===== src/gpio_pkg.sv =====
// gpio_pkg: register map, field layout, reset values and trigger modes
// shared by the gpio port block and its configurable interrupt unit.
// assumes a 32-bit AHB-Lite register bus with one aligned word per register.
package gpio_pkg;

    localparam int NUM_PORTS = 5;
    localparam int PORT_WIDTH = 8;
    localparam int NUM_CFG_INTS = 4;
    localparam int PIN_SEL_WIDTH = 3;
    localparam int ADDR_WIDTH = 8;

    // port numbers with interrupt duties
    localparam int CHANGE_PORT = 0;
    localparam int CFG_INT_PORT = 1;

    // register byte addresses
    localparam logic [ADDR_WIDTH-1:0] DIR_BASE = 8'h00;
    localparam logic [ADDR_WIDTH-1:0] DATA_BASE = 8'h20;
    localparam logic [ADDR_WIDTH-1:0] CFG_INT_BASE = 8'h40;
    localparam logic [ADDR_WIDTH-1:0] PORT_INT_ADDR = 8'h50;
    localparam logic [ADDR_WIDTH-1:0] INT_STATUS_ADDR = 8'h54;
    localparam logic [ADDR_WIDTH-1:0] BLOCK_IEN_ADDR = 8'h58;
    localparam logic [ADDR_WIDTH-1:0] REG_STRIDE = 8'h04;

    // configurable interrupt register fields
    localparam int CFG_PIN_LSB = 0;
    localparam int CFG_MODE_LSB = 4;
    localparam int MODE_WIDTH = 3;

    // status register: bits 3..0 configurable interrupts, bit 4 port change
    localparam int STATUS_CHANGE_BIT = 4;

    // reset values
    localparam logic [PORT_WIDTH-1:0] DIR_RESET = 8'h00;
    localparam logic [PORT_WIDTH-1:0] DATA_RESET = 8'h00;

    localparam logic [1:0] HTRANS_NONSEQ = 2'h2;

    typedef enum logic [MODE_WIDTH-1:0] {
        trigger_disabled = 3'h0,
        trigger_rising_edge = 3'h1,
        trigger_falling_edge = 3'h2,
        trigger_any_edge = 3'h3,
        trigger_high_level = 3'h4,
        trigger_low_level = 3'h5
    } trig_mode_t;

    localparam logic [MODE_WIDTH-1:0] LAST_MODE_CODE = 3'h5;

endpackage


===== src/gpio_int_if.sv =====
// gpio_int_if: carrier between the register file and one configurable
// interrupt unit. assumes both ends sit on the same clock.
`timescale 1ns/1ps
interface gpio_int_if;
    import gpio_pkg::*;
    logic wr;
    logic [PIN_SEL_WIDTH-1:0] pin_sel_wr;
    trig_mode_t mode_wr;
    logic [PORT_WIDTH-1:0] pins;
    logic fire;
    logic [PIN_SEL_WIDTH-1:0] pin_sel;
    trig_mode_t mode;

    modport ctrl (output wr, output pin_sel_wr, output mode_wr, output pins,
        input fire, input pin_sel, input mode);
    modport unit (input wr, input pin_sel_wr, input mode_wr, input pins,
        output fire, output pin_sel, output mode);
endinterface


===== src/gpio_cfg_int.sv =====
// gpio_cfg_int: one configurable pin interrupt; watches a selected pin
// of an already synchronised port and disarms itself when it fires.
// assumes pins are synchronous to clk.
`timescale 1ns/1ps
module gpio_cfg_int
    import gpio_pkg::*;
(
    // clock and reset
    input wire logic clk,
    input wire logic reset,
    // register side
    gpio_int_if.unit bus
);

    logic level;
    logic prev_level;
    logic hit;

    assign level = bus.pins[bus.pin_sel];

    // trigger condition for the current mode
    always_comb begin
        unique case (bus.mode)
            trigger_rising_edge: hit = level & ~prev_level;
            trigger_falling_edge: hit = ~level & prev_level;
            trigger_any_edge: hit = level ^ prev_level;
            trigger_high_level: hit = level;
            trigger_low_level: hit = ~level;
            default: hit = 1'b0;
        endcase
    end

    // previous level; after a pin change the first compare sees the old pin,
    // so software should select the pin before arming an edge mode
    always_ff @(posedge clk) begin
        if (reset) begin
            prev_level <= 1'b0;
        end else begin
            prev_level <= level;
        end
    end

    // pin select
    always_ff @(posedge clk) begin
        if (reset) begin
            bus.pin_sel <= '0;
        end else if (bus.wr) begin
            bus.pin_sel <= bus.pin_sel_wr;
        end
    end

    // mode: a rewrite re-arms, a hit disarms; a rewrite wins so it is not lost
    always_ff @(posedge clk) begin
        if (reset) begin
            bus.mode <= trigger_disabled;
        end else if (bus.wr) begin
            bus.mode <= bus.mode_wr;
        end else if (hit) begin
            bus.mode <= trigger_disabled;
        end
    end

    // one-cycle fire pulse
    always_ff @(posedge clk) begin
        if (reset) begin
            bus.fire <= 1'b0;
        end else begin
            bus.fire <= hit;
        end
    end

endmodule // gpio_cfg_int


===== src/gpio_ports.sv =====
// gpio_ports: five byte-wide gpio ports behind an AHB-Lite slave, with a
// change interrupt on the first port and four configurable interrupts on
// the second. assumes pins are asynchronous to clk; one clock, sync reset.
//
// Summary of operation
// - per-pin direction mask, 1 output, 0 input
// - port read returns one byte of pins
// - successive byte writes drive out in order
// - four configurable interrupts on the second port
// - each selects one pin, 0 to 7
// - six trigger modes, fire on condition only
// - fired interrupt disarms until mode rewritten
// - armed or disabled state readable by software
// - no request out without block enable
// - forty pins as five ports of eight
// - first port: change interrupt; second: configurable; others none
// - change interrupt enable clears when it fires
`timescale 1ns/1ps
module gpio_ports
    import gpio_pkg::*;
#(
    parameter int PORTS = NUM_PORTS,
    parameter int WIDTH = PORT_WIDTH
) (
    // clock and reset
    input wire logic clk,
    input wire logic reset,
    // AHB-Lite slave
    input wire logic hsel,
    input wire logic [31:0] haddr,
    input wire logic [1:0] htrans,
    input wire logic hwrite,
    input wire logic [2:0] hsize,
    input wire logic hready,
    input wire logic [31:0] hwdata,
    output logic [31:0] hrdata,
    output logic hreadyout,
    output logic hresp,
    // pins
    input wire logic [PORTS*WIDTH-1:0] gpio_in,
    output logic [PORTS*WIDTH-1:0] gpio_out,
    output logic [PORTS*WIDTH-1:0] gpio_oe,
    // interrupt request to the processor
    output logic block_irq
);

    logic [PORTS*WIDTH-1:0] in_meta;
    logic [PORTS*WIDTH-1:0] in_sync;
    logic [WIDTH-1:0] prev_change_port;
    logic port_int_enable;
    logic block_interrupt_enable;
    logic [NUM_CFG_INTS:0] int_status;
    logic [NUM_CFG_INTS:0] int_events;
    logic wr_pending;
    logic rd_pending;
    logic [ADDR_WIDTH-1:0] dp_addr;
    logic wr_dir;
    logic wr_data;
    logic wr_cfg;
    logic [2:0] wr_port;
    logic [1:0] wr_int;
    logic [MODE_WIDTH-1:0] mode_field;
    logic change_hit;
    logic [31:0] next_hrdata;

    gpio_int_if cfg_bus [NUM_CFG_INTS] ();

    // two-flop synchroniser on every pin; only in_sync feeds logic
    always_ff @(posedge clk) begin
        if (reset) begin
            in_meta <= '0;
            in_sync <= '0;
        end else begin
            in_meta <= gpio_in;
            in_sync <= in_meta;
        end
    end

    // address phase capture; writes take no wait state, reads take one so
    // that a read right behind a write already sees the new value
    always_ff @(posedge clk) begin
        if (reset) begin
            wr_pending <= 1'b0;
            rd_pending <= 1'b0;
            dp_addr <= '0;
        end else if (hready) begin
            wr_pending <= hsel & (htrans == HTRANS_NONSEQ) & hwrite;
            rd_pending <= hsel & (htrans == HTRANS_NONSEQ) & ~hwrite;
            dp_addr <= haddr[ADDR_WIDTH-1:0];
        end else begin
            rd_pending <= 1'b0;
        end
    end

    // wait state and data for reads; response is always OKAY
    always_ff @(posedge clk) begin
        if (reset) begin
            hreadyout <= 1'b1;
            hresp <= 1'b0;
            hrdata <= '0;
        end else begin
            hresp <= 1'b0;
            hreadyout <= ~(hready & hsel & (htrans == HTRANS_NONSEQ) & ~hwrite);
            if (rd_pending) begin
                hrdata <= next_hrdata;
            end
        end
    end

    // data phase decode of writes
    always_comb begin
        wr_dir = 1'b0;
        wr_data = 1'b0;
        wr_cfg = 1'b0;
        wr_port = dp_addr[4:2];
        wr_int = dp_addr[3:2];
        if (wr_pending) begin
            wr_dir = (dp_addr >= DIR_BASE) && (dp_addr < DIR_BASE + 8'(PORTS) * REG_STRIDE);
            wr_data = (dp_addr >= DATA_BASE) && (dp_addr < DATA_BASE + 8'(PORTS) * REG_STRIDE);
            wr_cfg = (dp_addr >= CFG_INT_BASE)
                && (dp_addr < CFG_INT_BASE + 8'(NUM_CFG_INTS) * REG_STRIDE);
        end
    end

    // direction masks and output bytes; each write lands on the pins at once,
    // so back-to-back writes drive bytes in order, one per transfer
    always_ff @(posedge clk) begin
        if (reset) begin
            gpio_oe <= {PORTS{DIR_RESET}};
            gpio_out <= {PORTS{DATA_RESET}};
        end else begin
            for (int p = 0; p < PORTS; p++) begin
                if (wr_dir && wr_port == 3'(p)) begin
                    gpio_oe[p*WIDTH +: WIDTH] <= hwdata[WIDTH-1:0];
                end
                if (wr_data && wr_port == 3'(p)) begin
                    gpio_out[p*WIDTH +: WIDTH] <= hwdata[WIDTH-1:0];
                end
            end
        end
    end

    // configurable interrupt units on the second port
    assign mode_field = hwdata[CFG_MODE_LSB +: MODE_WIDTH];
    for (genvar i = 0; i < NUM_CFG_INTS; i++) begin : g_cfg
        assign cfg_bus[i].wr = wr_cfg && (wr_int == 2'(i));
        assign cfg_bus[i].pin_sel_wr = hwdata[CFG_PIN_LSB +: PIN_SEL_WIDTH];
        // illegal mode codes store as disabled
        assign cfg_bus[i].mode_wr = (mode_field <= LAST_MODE_CODE)
            ? trig_mode_t'(mode_field) : trigger_disabled;
        assign cfg_bus[i].pins = in_sync[CFG_INT_PORT*WIDTH +: WIDTH];
        assign int_events[i] = cfg_bus[i].fire;
        gpio_cfg_int u_cfg_int (
            .clk(clk),
            .reset(reset),
            .bus(cfg_bus[i])
        );
    end

    // any change on the first port while enabled
    assign change_hit = port_int_enable
        && (in_sync[CHANGE_PORT*WIDTH +: WIDTH] != prev_change_port);
    assign int_events[STATUS_CHANGE_BIT] = change_hit;

    always_ff @(posedge clk) begin
        if (reset) begin
            prev_change_port <= '0;
        end else begin
            prev_change_port <= in_sync[CHANGE_PORT*WIDTH +: WIDTH];
        end
    end

    // change interrupt enable: a write wins, otherwise a hit disarms it
    always_ff @(posedge clk) begin
        if (reset) begin
            port_int_enable <= 1'b0;
        end else if (wr_pending && dp_addr == PORT_INT_ADDR) begin
            port_int_enable <= hwdata[0];
        end else if (change_hit) begin
            port_int_enable <= 1'b0;
        end
    end

    // top-level enable for the whole block
    always_ff @(posedge clk) begin
        if (reset) begin
            block_interrupt_enable <= 1'b0;
        end else if (wr_pending && dp_addr == BLOCK_IEN_ADDR) begin
            block_interrupt_enable <= hwdata[0];
        end
    end

    // sticky status, write one to clear; a new event wins over its clear
    always_ff @(posedge clk) begin
        if (reset) begin
            int_status <= '0;
        end else if (wr_pending && dp_addr == INT_STATUS_ADDR) begin
            int_status <= (int_status & ~hwdata[NUM_CFG_INTS:0]) | int_events;
        end else begin
            int_status <= int_status | int_events;
        end
    end

    // request to the processor only while the block enable is set
    always_ff @(posedge clk) begin
        if (reset) begin
            block_irq <= 1'b0;
        end else begin
            block_irq <= block_interrupt_enable && (|int_status);
        end
    end

    // read mux; unmapped addresses read zero
    always_comb begin
        logic [ADDR_WIDTH-1:0] a;
        a = dp_addr;
        next_hrdata = '0;
        for (int p = 0; p < PORTS; p++) begin
            if (a == DIR_BASE + 8'(p) * REG_STRIDE) begin
                next_hrdata[WIDTH-1:0] = gpio_oe[p*WIDTH +: WIDTH];
            end
            if (a == DATA_BASE + 8'(p) * REG_STRIDE) begin
                next_hrdata[WIDTH-1:0] = in_sync[p*WIDTH +: WIDTH];
            end
        end
        for (int i = 0; i < NUM_CFG_INTS; i++) begin
            if (a == CFG_INT_BASE + 8'(i) * REG_STRIDE) begin
                next_hrdata[CFG_PIN_LSB +: PIN_SEL_WIDTH] = cfg_pin_sel(i);
                next_hrdata[CFG_MODE_LSB +: MODE_WIDTH] = cfg_mode(i);
            end
        end
        if (a == PORT_INT_ADDR) begin
            next_hrdata[0] = port_int_enable;
        end
        if (a == INT_STATUS_ADDR) begin
            next_hrdata[NUM_CFG_INTS:0] = int_status;
        end
        if (a == BLOCK_IEN_ADDR) begin
            next_hrdata[0] = block_interrupt_enable;
        end
    end

    // flattened views of the unit readback for the read mux
    logic [NUM_CFG_INTS*PIN_SEL_WIDTH-1:0] sel_flat;
    logic [NUM_CFG_INTS*MODE_WIDTH-1:0] mode_flat;
    for (genvar i = 0; i < NUM_CFG_INTS; i++) begin : g_rb
        assign sel_flat[i*PIN_SEL_WIDTH +: PIN_SEL_WIDTH] = cfg_bus[i].pin_sel;
        assign mode_flat[i*MODE_WIDTH +: MODE_WIDTH] = cfg_bus[i].mode;
    end

    function automatic logic [PIN_SEL_WIDTH-1:0] cfg_pin_sel(input int i);
        return sel_flat[i*PIN_SEL_WIDTH +: PIN_SEL_WIDTH];
    endfunction

    function automatic logic [MODE_WIDTH-1:0] cfg_mode(input int i);
        return mode_flat[i*MODE_WIDTH +: MODE_WIDTH];
    endfunction

endmodule // gpio_ports


===== config.mk =====
export PLATFORM = sky130hd
export DESIGN_NAME = gpio_ports
export DESIGN_NICKNAME = d
export VERILOG_FILES = /design/src/gpio_pkg.sv /design/src/gpio_int_if.sv /design/src/gpio_cfg_int.sv /design/src/gpio_ports.sv
export SDC_FILE = /design/constraint.sdc
export NUM_CORES = 1
export LEC_CHECK = 0
export ABC_AREA = 1
export BUFFER_PORTS_ARGS = -buffer_cell sky130_fd_sc_hd__buf_2
export CAP_MARGIN = 20
export CORE_MARGIN = 2
export CORE_UTILIZATION = 48
export DETAILED_ROUTE_END_ITERATION = 8
export GPL_TIMING_DRIVEN = 1
export HOLD_SLACK_MARGIN = 0.06
export PLACE_DENSITY = 0.76
export SLEW_MARGIN = 10
export SYNTH_ARGS = -nofsm -noshare
export SYNTH_HDL_FRONTEND = slang
export SYNTH_SLANG_ARGS = --single-unit

===== constraint.sdc =====
create_clock -name clk -period 1.95 [get_ports clk]
set_clock_uncertainty 0.2 [all_clocks]
set_input_delay 0.39 -clock clk [delete_from_list [all_inputs] [get_ports clk]]
set_output_delay 0.39 -clock clk [all_outputs]
set_load 0.005 [all_outputs]

==> impl_metrics.yaml, run 1 <==
floorplanning:
  ioPinCount: 229
  core_area_mm2: 0.0187
  start_util: 0.488
  rows: 50
  fp.dieW_um: 142
  die-area_mm2: 0.0202
  die_y_um: 142
global_route:
  antenna_found_initial: 0
  grt_pass1_vias: 8667
  grt_max_degree: 53
  grt_pass1_wl_um: 44300
  track_usage: 0.280
  grt-ovfl-total: 0
status:
  violations: "setup timing"
  status: "finished, violations left"
detailed_routing:
  routedWlPerCell_um: 16.8
  routed_wl_um: 29400
  drc: 0
  first_iter_violations: 849
  detail-route-antenna-nets: 0
  vias: 9127
  dr.pass1.iters: 7
  vias_per_cell: 5.23
placement:
  io_buffers: 152
  gp_congestion: 0.942
  dpl_cell_area_mm2: 0.0107
  dpl.hpwl_um: 19000
  place_ws_ns: -0.383
  dp_cells: 1628
cells_and_area:
  area_delta_synth_final_pct: 40.1
  final_cells: 1744
  nets: 1615
  antenna_cells: 0
  drive_gt1_frac: 0.302
  fin_area_mm2: 0.0128
power:
  p_int_uw: 8090
  p_clk_frac: 0.453
  power_uw: 10600
  power_frac_comb: 0.091
  leakagePower_uw: 0.00564
  power_density_mw_per_mm2: 827
  p_sw_frac: 0.236
  ir_worst_vdd_mv: 0.707
  sequentialPowerShare: 0.456
  p_switching_uw: 2500
sta:
  hold_violations: 0
  drv_slew: 0
  rsz0062_at_grt: "true"
  worst_pin_slew_ns: 0.774
  hold-worst-slack_ns: 0.0732
  fmax_mhz: 442
  min_period_ns: 2.26
  final.setup.worst_slack_ns: -0.315
  finalSetupViolations: 24
  maxSlewHeadroom: 0.482
  fin_crit_sh: 1.16
clock_network:
  path_clk_slew_ns: 0.07
  clk_path_buf_depth: 3
  cts.sinks: 227
  cts_root_buf: "clkbuf_16"
  cts_tree: "yes"
  clock_latency_ns: 0.52
  h-tree-depth: 1
  cts_buffers: 23
synth:
  synthArstFlopShare: 0
  synth_edf_count: 0
  ys_warn_count: 0
  yosys_register_bits: 227
  synth_cells: 1186
  netlist_area_mm2: 0.00914
  synth_seq_area_share: 0.497
  synth_cell_types: 43
  avgSynthCellArea_um2: 7.70
  synthFlopType: "dfxtp_1"
worst_setup_path:
  cp-end-kind: "register"
  crit_fanout: 4
  crit_slowest_cell: "dfxtp_2"
  worstPathRequired_ns: 2.20
  crit_chain: "inv_2, a21oi_2, o21ai_1, o21ai_1, o21ai_2, inv_2, ha_4, nor4_2, a41oi_2, nand3_2, a31oi_4, nand3_1, a21oi_1"
  cp.arrival_ns: 2.51
  reg2reg_slack_ns: -0.31
  crit_family: "compound AO/OA/AOI/OAI gates"
  startpoint_type: "register"
  path_class: "register to register"
  crit_buf_inv: 2
  cpPeakStageDelay_ns: 0.33
worst_hold_path:
  min_path_type: "input port to register"
job:
  cap_violations: 0
==> cell usage after synthesis, drive strengths merged (7+ instances only) <==
cell	n	area [um^2]
inv	196	741
nand4	20	125
nor3	8	55.1
a21oi	148	741
ha	8	100
dfxtp	227	4540
xnor2	8	70.1
nor2	169	702
o22ai	7	43.8
clkbuf	25	93.8
nand2	122	497
nand3	39	210
buf	42	274
o21ai	139	711
==> power by group through the flow <==
stage | Combinational, uW | Sequential [uW] | Clock (uW)
floorplan | 398 | 4900 | 0
global route | 1030 | 4840 | 5030
global placement | 698 | 4910 | 0
CTS | 841 | 4820 | 4830
detailed placement | 707 | 4920 | 0
finish | 960 | 4830 | 4800
==> final timing paths <==
path / from / cells past startpoint / endpoint
setup / recovery: in_sync[9] / 13 / g_cfg[1].u_cfg_int.bus.mode[0]
hold / removal: hwdata[1] / 4 / int_status[1]
setup reg to reg: in_sync[9] / 13 / g_cfg[1].u_cfg_int.bus.mode[0]
hold reg to reg: in_meta[19] / 2 / in_sync[19]
==> area by class of cell <==
cell class / instances / area [um^2]
fill: 1421 / 5910
sequential: 227 / 4590
tap: 234 / 293
clock inverter: 15 / 215
clock buffer: 27 / 611
inverter: 201 / 781
timing repair buffer: 325 / 2320
multi-input combinational: 715 / 3990
==> cells in the final DEF (no fill, tap or decap), drive strengths merged <==
cell type,synthesis,routed
o2111ai,1,1
or2,1,1
a41oi,1,1
o211ai,5,5
and3,1,1
nor4,1,1
o221ai,2,2
o22ai,7,7
nand4,20,20
o311ai,4,4
nor2,169,169
inv,196,198
nor3,8,8
nand2,122,122
buf,42,267
conb,1,25
clkinvlp,0,1
bufinv,0,5
dlygate4sd3,0,57
xnor2,8,8
clkbuf,25,28
nand3,39,39
dfxtp,227,227
a21o,1,1
o21a,3,3
o21ai,139,139
a31oi,1,1
ha,8,8
nand3b,1,1
clkinv,5,12
a21oi,148,148
==> flip-flops by register name, indices dropped and copies added, names as in the netlist <==
signal and flops:
block_interrupt_enable 1, block_irq 1, dp_addr 8, g_cfg.u_cfg_int.bus.fire 4, g_cfg.u_cfg_int.bus.mode 12, g_cfg.u_cfg_int.bus.pin_sel 12
g_cfg.u_cfg_int.prev_level 4, gpio_oe 40, gpio_out 40, hrdata 8, hreadyout 1, in_meta 40
in_sync 40, int_status 5, port_int_enable 1, prev_change_port 8, rd_pending 1, wr_pending 1
==> routing by layer <==
layer,vias to the layer above,track usage,wire length (um)
met1,4189,0.346,11500
met3,103,0.0663,2840
met4,0,0.123,1340
met5,-,0,0
met2,455,0.468,13700
li1,4380,-,-
==> tightest hold or removal path, stage by stage <==
cell      delay, ns
buf_2          0.13
clkinv_1       0.07
o21ai_1        0.06
a21oi_1        0.10
==> metrics by stage <==
| step | TNS, ns | util |
|---|---|---|
| floorplan | -0.529 | - |
| global placement | -4.41 | 0.574 |
| detailed placement | -5.62 | 0.574 |
| CTS | -3.43 | 0.664 |
| global route | -7.70 | 0.684 |
| finish | -4.92 | 0.684 |
==> cells by family (layout without fill, tap and decap cells) <==
family	after synthesis	in the layout	synth area share
and+or+nand+nor	362	362	0.177
AOI/OAI and AO/OA	312	312	0.183
buffers and inverters	268	568	0.123
DFF	227	227	0.497
adders and majority gates	8	8	0.0110
xor gates and xnor gates	8	8	0.00767
other	1	25	0.000411
==> what timing repair did <==
action	4_1_cts	5_1_grt
buffers inserted	7	9
gates cloned	0	1
hold endpoints to repair	69	0
gates resized for setup	71	93
pin swaps	41	54
setup endpoints to repair	24	77
hold buffers	57	0
Note: power is estimated with default switching activity, not from simulation.
==> inputs of run 2 (changes only) <==
--- a/config.mk
+++ b/config.mk
@@ -13,7 +13,7 @@
 export DETAILED_ROUTE_END_ITERATION = 8
 export GPL_TIMING_DRIVEN = 1
 export HOLD_SLACK_MARGIN = 0.06
-export PLACE_DENSITY = 0.76
+export PLACE_DENSITY = 0.74
 export SLEW_MARGIN = 10
 export SYNTH_ARGS = -nofsm -noshare
 export SYNTH_HDL_FRONTEND = slang
==> run 2 against run 1 <==
Against the previous run:
- the flow still finishes with violations (setup timing)
- critical path depth did not move
- hold slack got worse by 0.0091 ns
- global-route usage fell by 1.4 points
- fmax fell by 3.0%
- utilization fell by 0.96 points
- count of clock-buffer cells in the layout rose by 5
- sequential share of layout area rose by 0.50 points
- clock power fell by 16%
- wire length fell by 5.3%
- largest cell class unchanged
- largest power group unchanged
==> impl_metrics.yaml, run 2 (synthesized netlist as in run 1, its figures left out) <==
worst_setup_path:
  crit_chain: "inv_4, buf_12, buf_6, a21oi_2, o21ai_1, o21ai_1, o21ai_2, inv_2, ha_4, o21a_1, o311ai_4, nand3_1, a21oi_1"
  cp.arrival_ns: 2.57
  crit_buf_inv: 4
  crit_top_cell: "o21ai_1"
  r2r-start: "in_sync[9]"
  endpoint: "g_cfg[2].u_cfg_int.bus.mode[0]"
  cp-end-kind: "register"
  crit_slowest_cell: "dfxtp_2"
  crit_fanout: 4
  path_depth: 13
  reg2regPathDepth: 13
  cpPeakStageDelay_ns: 0.34
  startpoint_type: "register"
  worstPathRequired_ns: 2.18
  path_class: "register to register"
  crit_family: "compound AO/OA/AOI/OAI gates"
  r2r-end: "g_cfg[2].u_cfg_int.bus.mode[0]"
  reg2reg_slack_ns: -0.39
  crit_start: "in_sync[9]"
sta:
  fmax_mhz: 428
  drv_slew: 0
  final.setup.tns_ns: -6.15
  worst_pin_slew_ns: 0.622
  maxSlewHeadroom: 0.585
  hold-worst-slack_ns: 0.0640
  finalSetupViolations: 24
  final.setup.worst_slack_ns: -0.385
  fin_crit_sh: 1.20
  hold_violations: 0
  min_period_ns: 2.34
  rsz0062_at_grt: "true"
floorplanning:
  die-area_mm2: 0.0202
  fp.dieW_um: 142
  ioPinCount: 229
  rows: 50
  die_y_um: 142
  core_area_mm2: 0.0187
  start_util: 0.488
power:
  power_density_mw_per_mm2: 775
  leakagePower_uw: 0.00555
  ir_worst_vdd_mv: 0.728
detailed_routing:
  routed_wl_um: 27800
  vias_per_cell: 5.10
  vias: 8870
  drc: 0
  detail-route-antenna-nets: 0
  routedWlPerCell_um: 16.0
  first_iter_violations: 621
  dr.pass1.iters: 5
placement:
  dpl.hpwl_um: 18100
  io_buffers: 152
  gp_congestion: 0.915
global_route:
  track_usage: 0.266
  antenna_found_initial: 0
  top_usage_layer: "met2"
  use_met3: 0.0562
  use_met1: 0.344
  met2_usage: 0.434
  grt_pass1_wl_um: 42700
  grt-ovfl-total: 0
  grt_max_degree: 129
  grt_pass1_vias: 8440
cells_and_area:
  nets: 1613
  antenna_cells: 0
  final_cell_mix: "dfxtp_1 (210), inv_1 (174), buf_2 (151), nor2_1 (144), a21oi_1 (131)"
  n_fill_cell: 1475
  area_delta_synth_final_pct: 38.1
  final_common_cell: "dfxtp_1"
  drive_gt1_frac: 0.293
clock_network:
  cts_root_buf: "clkbuf_16"
  h-tree-depth: 1
  cts_tree: "yes"
  clock_latency_ns: 0.50
  path_clk_slew_ns: 0.06
  cts.sinks: 227
  clk_path_buf_depth: 3
  cts_buffers: 23
status:
  violations: "setup timing"
  status: "finished, violations left"
worst_hold_path:
  min_path_type: "input port to register"
job:
  cap_violations: 0
==> run 2: cell count changes in the layout (fill, tap and decap cells not counted), moves of 4 or more <==
cell | previous run | this run
nand2_1 | 100 | 107
buf_6 | 7 | 13
nand2_2 | 15 | 9
o21ai_0 | 96 | 102
bufinv_16 | 5 | 0
o21ai_1 | 34 | 29
clkbuf_1 | 2 | 6
dfxtp_2 | 13 | 9
==> run 2: worst min path at each step <==
stage / startpoint / end / slack, ns / depth (start not counted)
final: hwdata[1] / gpio_out[25] / 0.06 / 3
after global placement: in_meta[23] / in_sync[23] / 0.19 / 2
after CTS: hwdata[1] / gpio_out[25] / 0.07 / 3
after floorplan: in_meta[0] / in_sync[0] / 0.19 / 2
after detailed placement: in_meta[16] / in_sync[16] / 0.19 / 2
after global routing: hwdata[1] / gpio_out[25] / 0.07 / 3
==> run 2: what timing repair did <==
| action | in CTS | in global routing |
|---|---|---|
| resized for setup | 74 | 82 |
| cloned | 0 | 0 |
| setup buffers | 13 | 12 |
| pin swaps | 29 | 63 |
| endpoints found under the hold margin | 54 | 0 |
| endpoints found under the setup margin | 47 | 63 |
| hold buffers | 55 | 0 |
==> run 2: power breakdown <==
group | switching (uW) | total [uW] | internal, uW
Sequential | 71.3 | 4820 | 4750
Clock | 1750 | 4030 | 2280
Combinational | 524 | 925 | 401
==> run 2: stage by stage <==
step	worst slack (ns)	instances	area [um^2]	util	power, uW
3_5_place_dp	-0.310	1620	10600	0.568	5600
3_3_place_gp	-0.231	1620	10600	0.568	5580
4_1_cts	-0.238	1727	12200	0.653	9710
2_1_floorplan	-0.0727	1210	9230	-	5300
5_1_grt	-0.480	1739	12600	0.675	10100
6_report	-0.385	1739	12600	0.675	9780
==> run 2: cell type report <==
type / count / area (um^2) / share of cell area
sequential: 227 / 4590 / 0.363
multi-input combinational: 715 / 4000 / 0.317
timing repair buffer: 323 / 2280 / 0.181
inverter: 201 / 781 / 0.0619
clock buffer: 32 / 639 / 0.0507
tap: 234 / 293 / 0.0232
clock inverter: 7 / 35.0 / 0.00278
==> run 2: routing by layer <==
metal / vias to the layer above / part of all wire
met5: - / 0
met4: 0 / 0.041
met3: 75 / 0.081
met2: 370 / 0.46
met1: 4063 / 0.42
li1: 4362 / -
==> run 2: worst register-to-register path, delay by kind of cell (launching register included) <==
family                   cells  cell delay (ns)
AND/OR/NAND/NOR              1             0.13
flip-flops                   1             0.34
buffers and inverters        4             0.34
adder cells (fa/ha/maj)      1             0.16
AO/OA/AOI/OAI                7             1.10
==> inputs of run 3 (changes only) <==
==> constraint.sdc (replaced) <==
create_clock -name clk -period 2 [get_ports clk]
set_clock_uncertainty 0.2 [all_clocks]
set_input_delay 0.4 -clock clk [delete_from_list [all_inputs] [get_ports clk]]
set_output_delay 0.4 -clock clk [all_outputs]
set_load 0.005 [all_outputs]
==> run 3 against run 2 <==
Against the previous run:
- the run still ends with setup timing left
- global-route usage rose by 0.086 points
- sequential power fell by 2%
- final area barely moved
- count of clock-buffer cells in the layout rose by 1
- combinational power fell by 5.7%
==> impl_metrics.yaml, run 3 (synthesized netlist as in run 1, its figures left out) <==
sta:
  fin_crit_sh: 1.16
  worst_pin_slew_ns: 0.555
  final.setup.tns_ns: -3.28
  drv_slew: 0
  min_period_ns: 2.31
  hold_violations: 0
  final.setup.worst_slack_ns: -0.313
  maxSlewHeadroom: 0.630
  fmax_mhz: 432
  finalSetupViolations: 24
  rsz0062_at_grt: "true"
  hold-worst-slack_ns: 0.0760
worst_hold_path:
  min_path_cells: 4
  min_from: "hwrite"
  min_path_type: "input port to register"
  min_to: "hreadyout"
cells_and_area:
  area_delta_synth_final_pct: 38.3
  fin_area_mm2: 0.0126
  final_cells: 1722
  final_common_cell: "dfxtp_1"
  drive_gt1_frac: 0.288
  nets: 1593
  final_cell_mix: "dfxtp_1 (209), inv_1 (174), buf_2 (152), nor2_1 (142), a21oi_1 (131)"
status:
  status: "finished, violations left"
  violations: "setup timing"
worst_setup_path:
  reg2regPathDepth: 11
  cp-end-kind: "register"
  crit_chain: "o21ai_1, o21ai_1, o21ai_2, inv_2, ha_4, nor4_4, a41oi_2, nand3_2, a31oi_4, nand3_2, a21oi_2"
  cp.arrival_ns: 2.56
  r2r-end: "g_cfg[1].u_cfg_int.bus.mode[2]"
  reg2reg_slack_ns: -0.31
  crit_buf_inv: 1
  cpPeakStageDelay_ns: 0.38
  crit_family: "compound AO/OA/AOI/OAI gates"
  path_class: "register to register"
  startpoint_type: "register"
  worstPathRequired_ns: 2.24
  crit_fanout: 8
  crit_slowest_cell: "dfxtp_4"
  r2r-start: "g_cfg[1].u_cfg_int.bus.pin_sel[0]"
detailed_routing:
  dr_wl_met2_um: 12900
  routedWlPerCell_um: 16.3
  routed_wl_um: 28100
  dr.pass1.iters: 8
  wl_met3_um: 2260
  top_layer: "met4"
  detail-route-antenna-nets: 0
  drc: 0
  vias: 8885
  wl_met1_um: 11600
  first_iter_violations: 701
  vias_per_cell: 5.16
power:
  power_frac_comb: 0.084
  p_int_uw: 7970
  p_switching_uw: 2380
  power_uw: 10300
  power_density_mw_per_mm2: 819
  leakagePower_uw: 0.00553
  p_clk_frac: 0.461
  ir_worst_vdd_mv: 0.713
  p_sw_frac: 0.230
  sequentialPowerShare: 0.454
clock_network:
  cts_tree: "yes"
  cts_root_buf: "clkbuf_16"
  h-tree-depth: 1
  cts.sinks: 227
  clock_latency_ns: 0.51
  cts_buffers: 24
  clk_path_buf_depth: 3
  path_clk_slew_ns: 0.06
floorplanning:
  rows: 50
  start_util: 0.488
  die_y_um: 142
  core_area_mm2: 0.0187
  ioPinCount: 229
  fp.dieW_um: 142
  die-area_mm2: 0.0202
global_route:
  grt_pass1_wl_um: 42600
  grt-ovfl-total: 0
  track_usage: 0.267
  antenna_found_initial: 0
  grt_pass1_vias: 8299
  grt_max_degree: 112
placement:
  dp_cells: 1609
  io_buffers: 152
  dpl.hpwl_um: 18300
  dpl_cell_area_mm2: 0.0105
  gp_congestion: 0.926
job:
  cap_violations: 0
## run 3: cell count changes in the layout (fill, tap and decap cells not counted), moves of 3 or more
cell / previous run / this run
nor2_2: 10 / 14
o21ai_1: 29 / 24
buf_4: 100 / 79
o21ai_0: 102 / 107
nand2_4: 4 / 7
inv_2: 17 / 14
clkinv_2: 8 / 4
inv_4: 3 / 6
bufinv_16: 0 / 5
nand2_1: 107 / 103
o22ai_2: 5 / 2
## run 3: stage by stage
| stage | utilization | setup WS [ns] |
|---|---|---|
| 2_1_floorplan | - | -0.0239 |
| 3_3_place_gp | 0.564 | -0.190 |
| 3_5_place_dp | 0.564 | -0.285 |
| 4_1_cts | 0.652 | -0.208 |
| 5_1_grt | 0.675 | -0.411 |
| 6_report | 0.675 | -0.313 |
## run 3: layout make-up
| class | count | area (um^2) |
|---|---|---|
| fill | 1458 | 6080 |
| sequential | 227 | 4590 |
| multi-input combinational | 715 | 4020 |
| timing repair buffer | 302 | 2100 |
| inverter | 201 | 785 |
| clock buffer | 33 | 666 |
| tap | 234 | 293 |
| clock inverter | 9 | 176 |
| antenna | 1 | 2.50 |
## run 3: power by group through the flow
| stage | Clock [uW] | Combinational, uW | Sequential, uW |
|---|---|---|---|
| detailed placement | 0 | 657 | 4790 |
| global placement | 0 | 649 | 4790 |
| CTS | 4810 | 782 | 4700 |
| finish | 4770 | 872 | 4700 |
| global route | 5000 | 942 | 4710 |
| floorplan | 0 | 388 | 4780 |
## run 3: worst register-to-register path, cell delays in order, from the launching register on
cell and delay (ns):
dfxtp_4 0.38, o21ai_1 0.14, o21ai_1 0.10, o21ai_2 0.22, inv_2 0.09, ha_4 0.28, nor4_4 0.04, a41oi_2 0.19
nand3_2 0.11, a31oi_4 0.23, nand3_2 0.12, a21oi_2 0.15
## run 3: repair_timing
item,4_1_cts,5_1_grt
pin swaps,41,66
hold endpoints to repair,53,0
hold buffers,54,0
gates resized for setup,67,98
gates cloned,0,1
buffers inserted,8,7
setup endpoints to repair,24,46
## run 3: worst max-delay path by stage
stage	from	end	slack, ns	cells after the start
3_5_place_dp	g_cfg[1].u_cfg_int.bus.pin_sel[1]	g_cfg[1].u_cfg_int.bus.mode[2]	-0.29	12
4_1_cts	in_sync[9]	g_cfg[1].u_cfg_int.bus.mode[2]	-0.21	13
6_report	g_cfg[1].u_cfg_int.bus.pin_sel[0]	g_cfg[1].u_cfg_int.bus.mode[2]	-0.31	11
5_1_grt	g_cfg[1].u_cfg_int.bus.pin_sel[0]	g_cfg[1].u_cfg_int.bus.mode[2]	-0.41	11
2_1_floorplan	g_cfg[1].u_cfg_int.bus.pin_sel[0]	g_cfg[1].u_cfg_int.bus.mode[0]	-0.02	12
3_3_place_gp	in_sync[9]	g_cfg[1].u_cfg_int.bus.mode[2]	-0.19	13
## run 3: routing by layer
layer | up-vias | GRT usage
met2 | 374 | 0.437
li1 | 4322 | -
met5 | - | 0.00501
met3 | 93 | 0.0538
met4 | 0 | 0.105
met1 | 4096 | 0.347
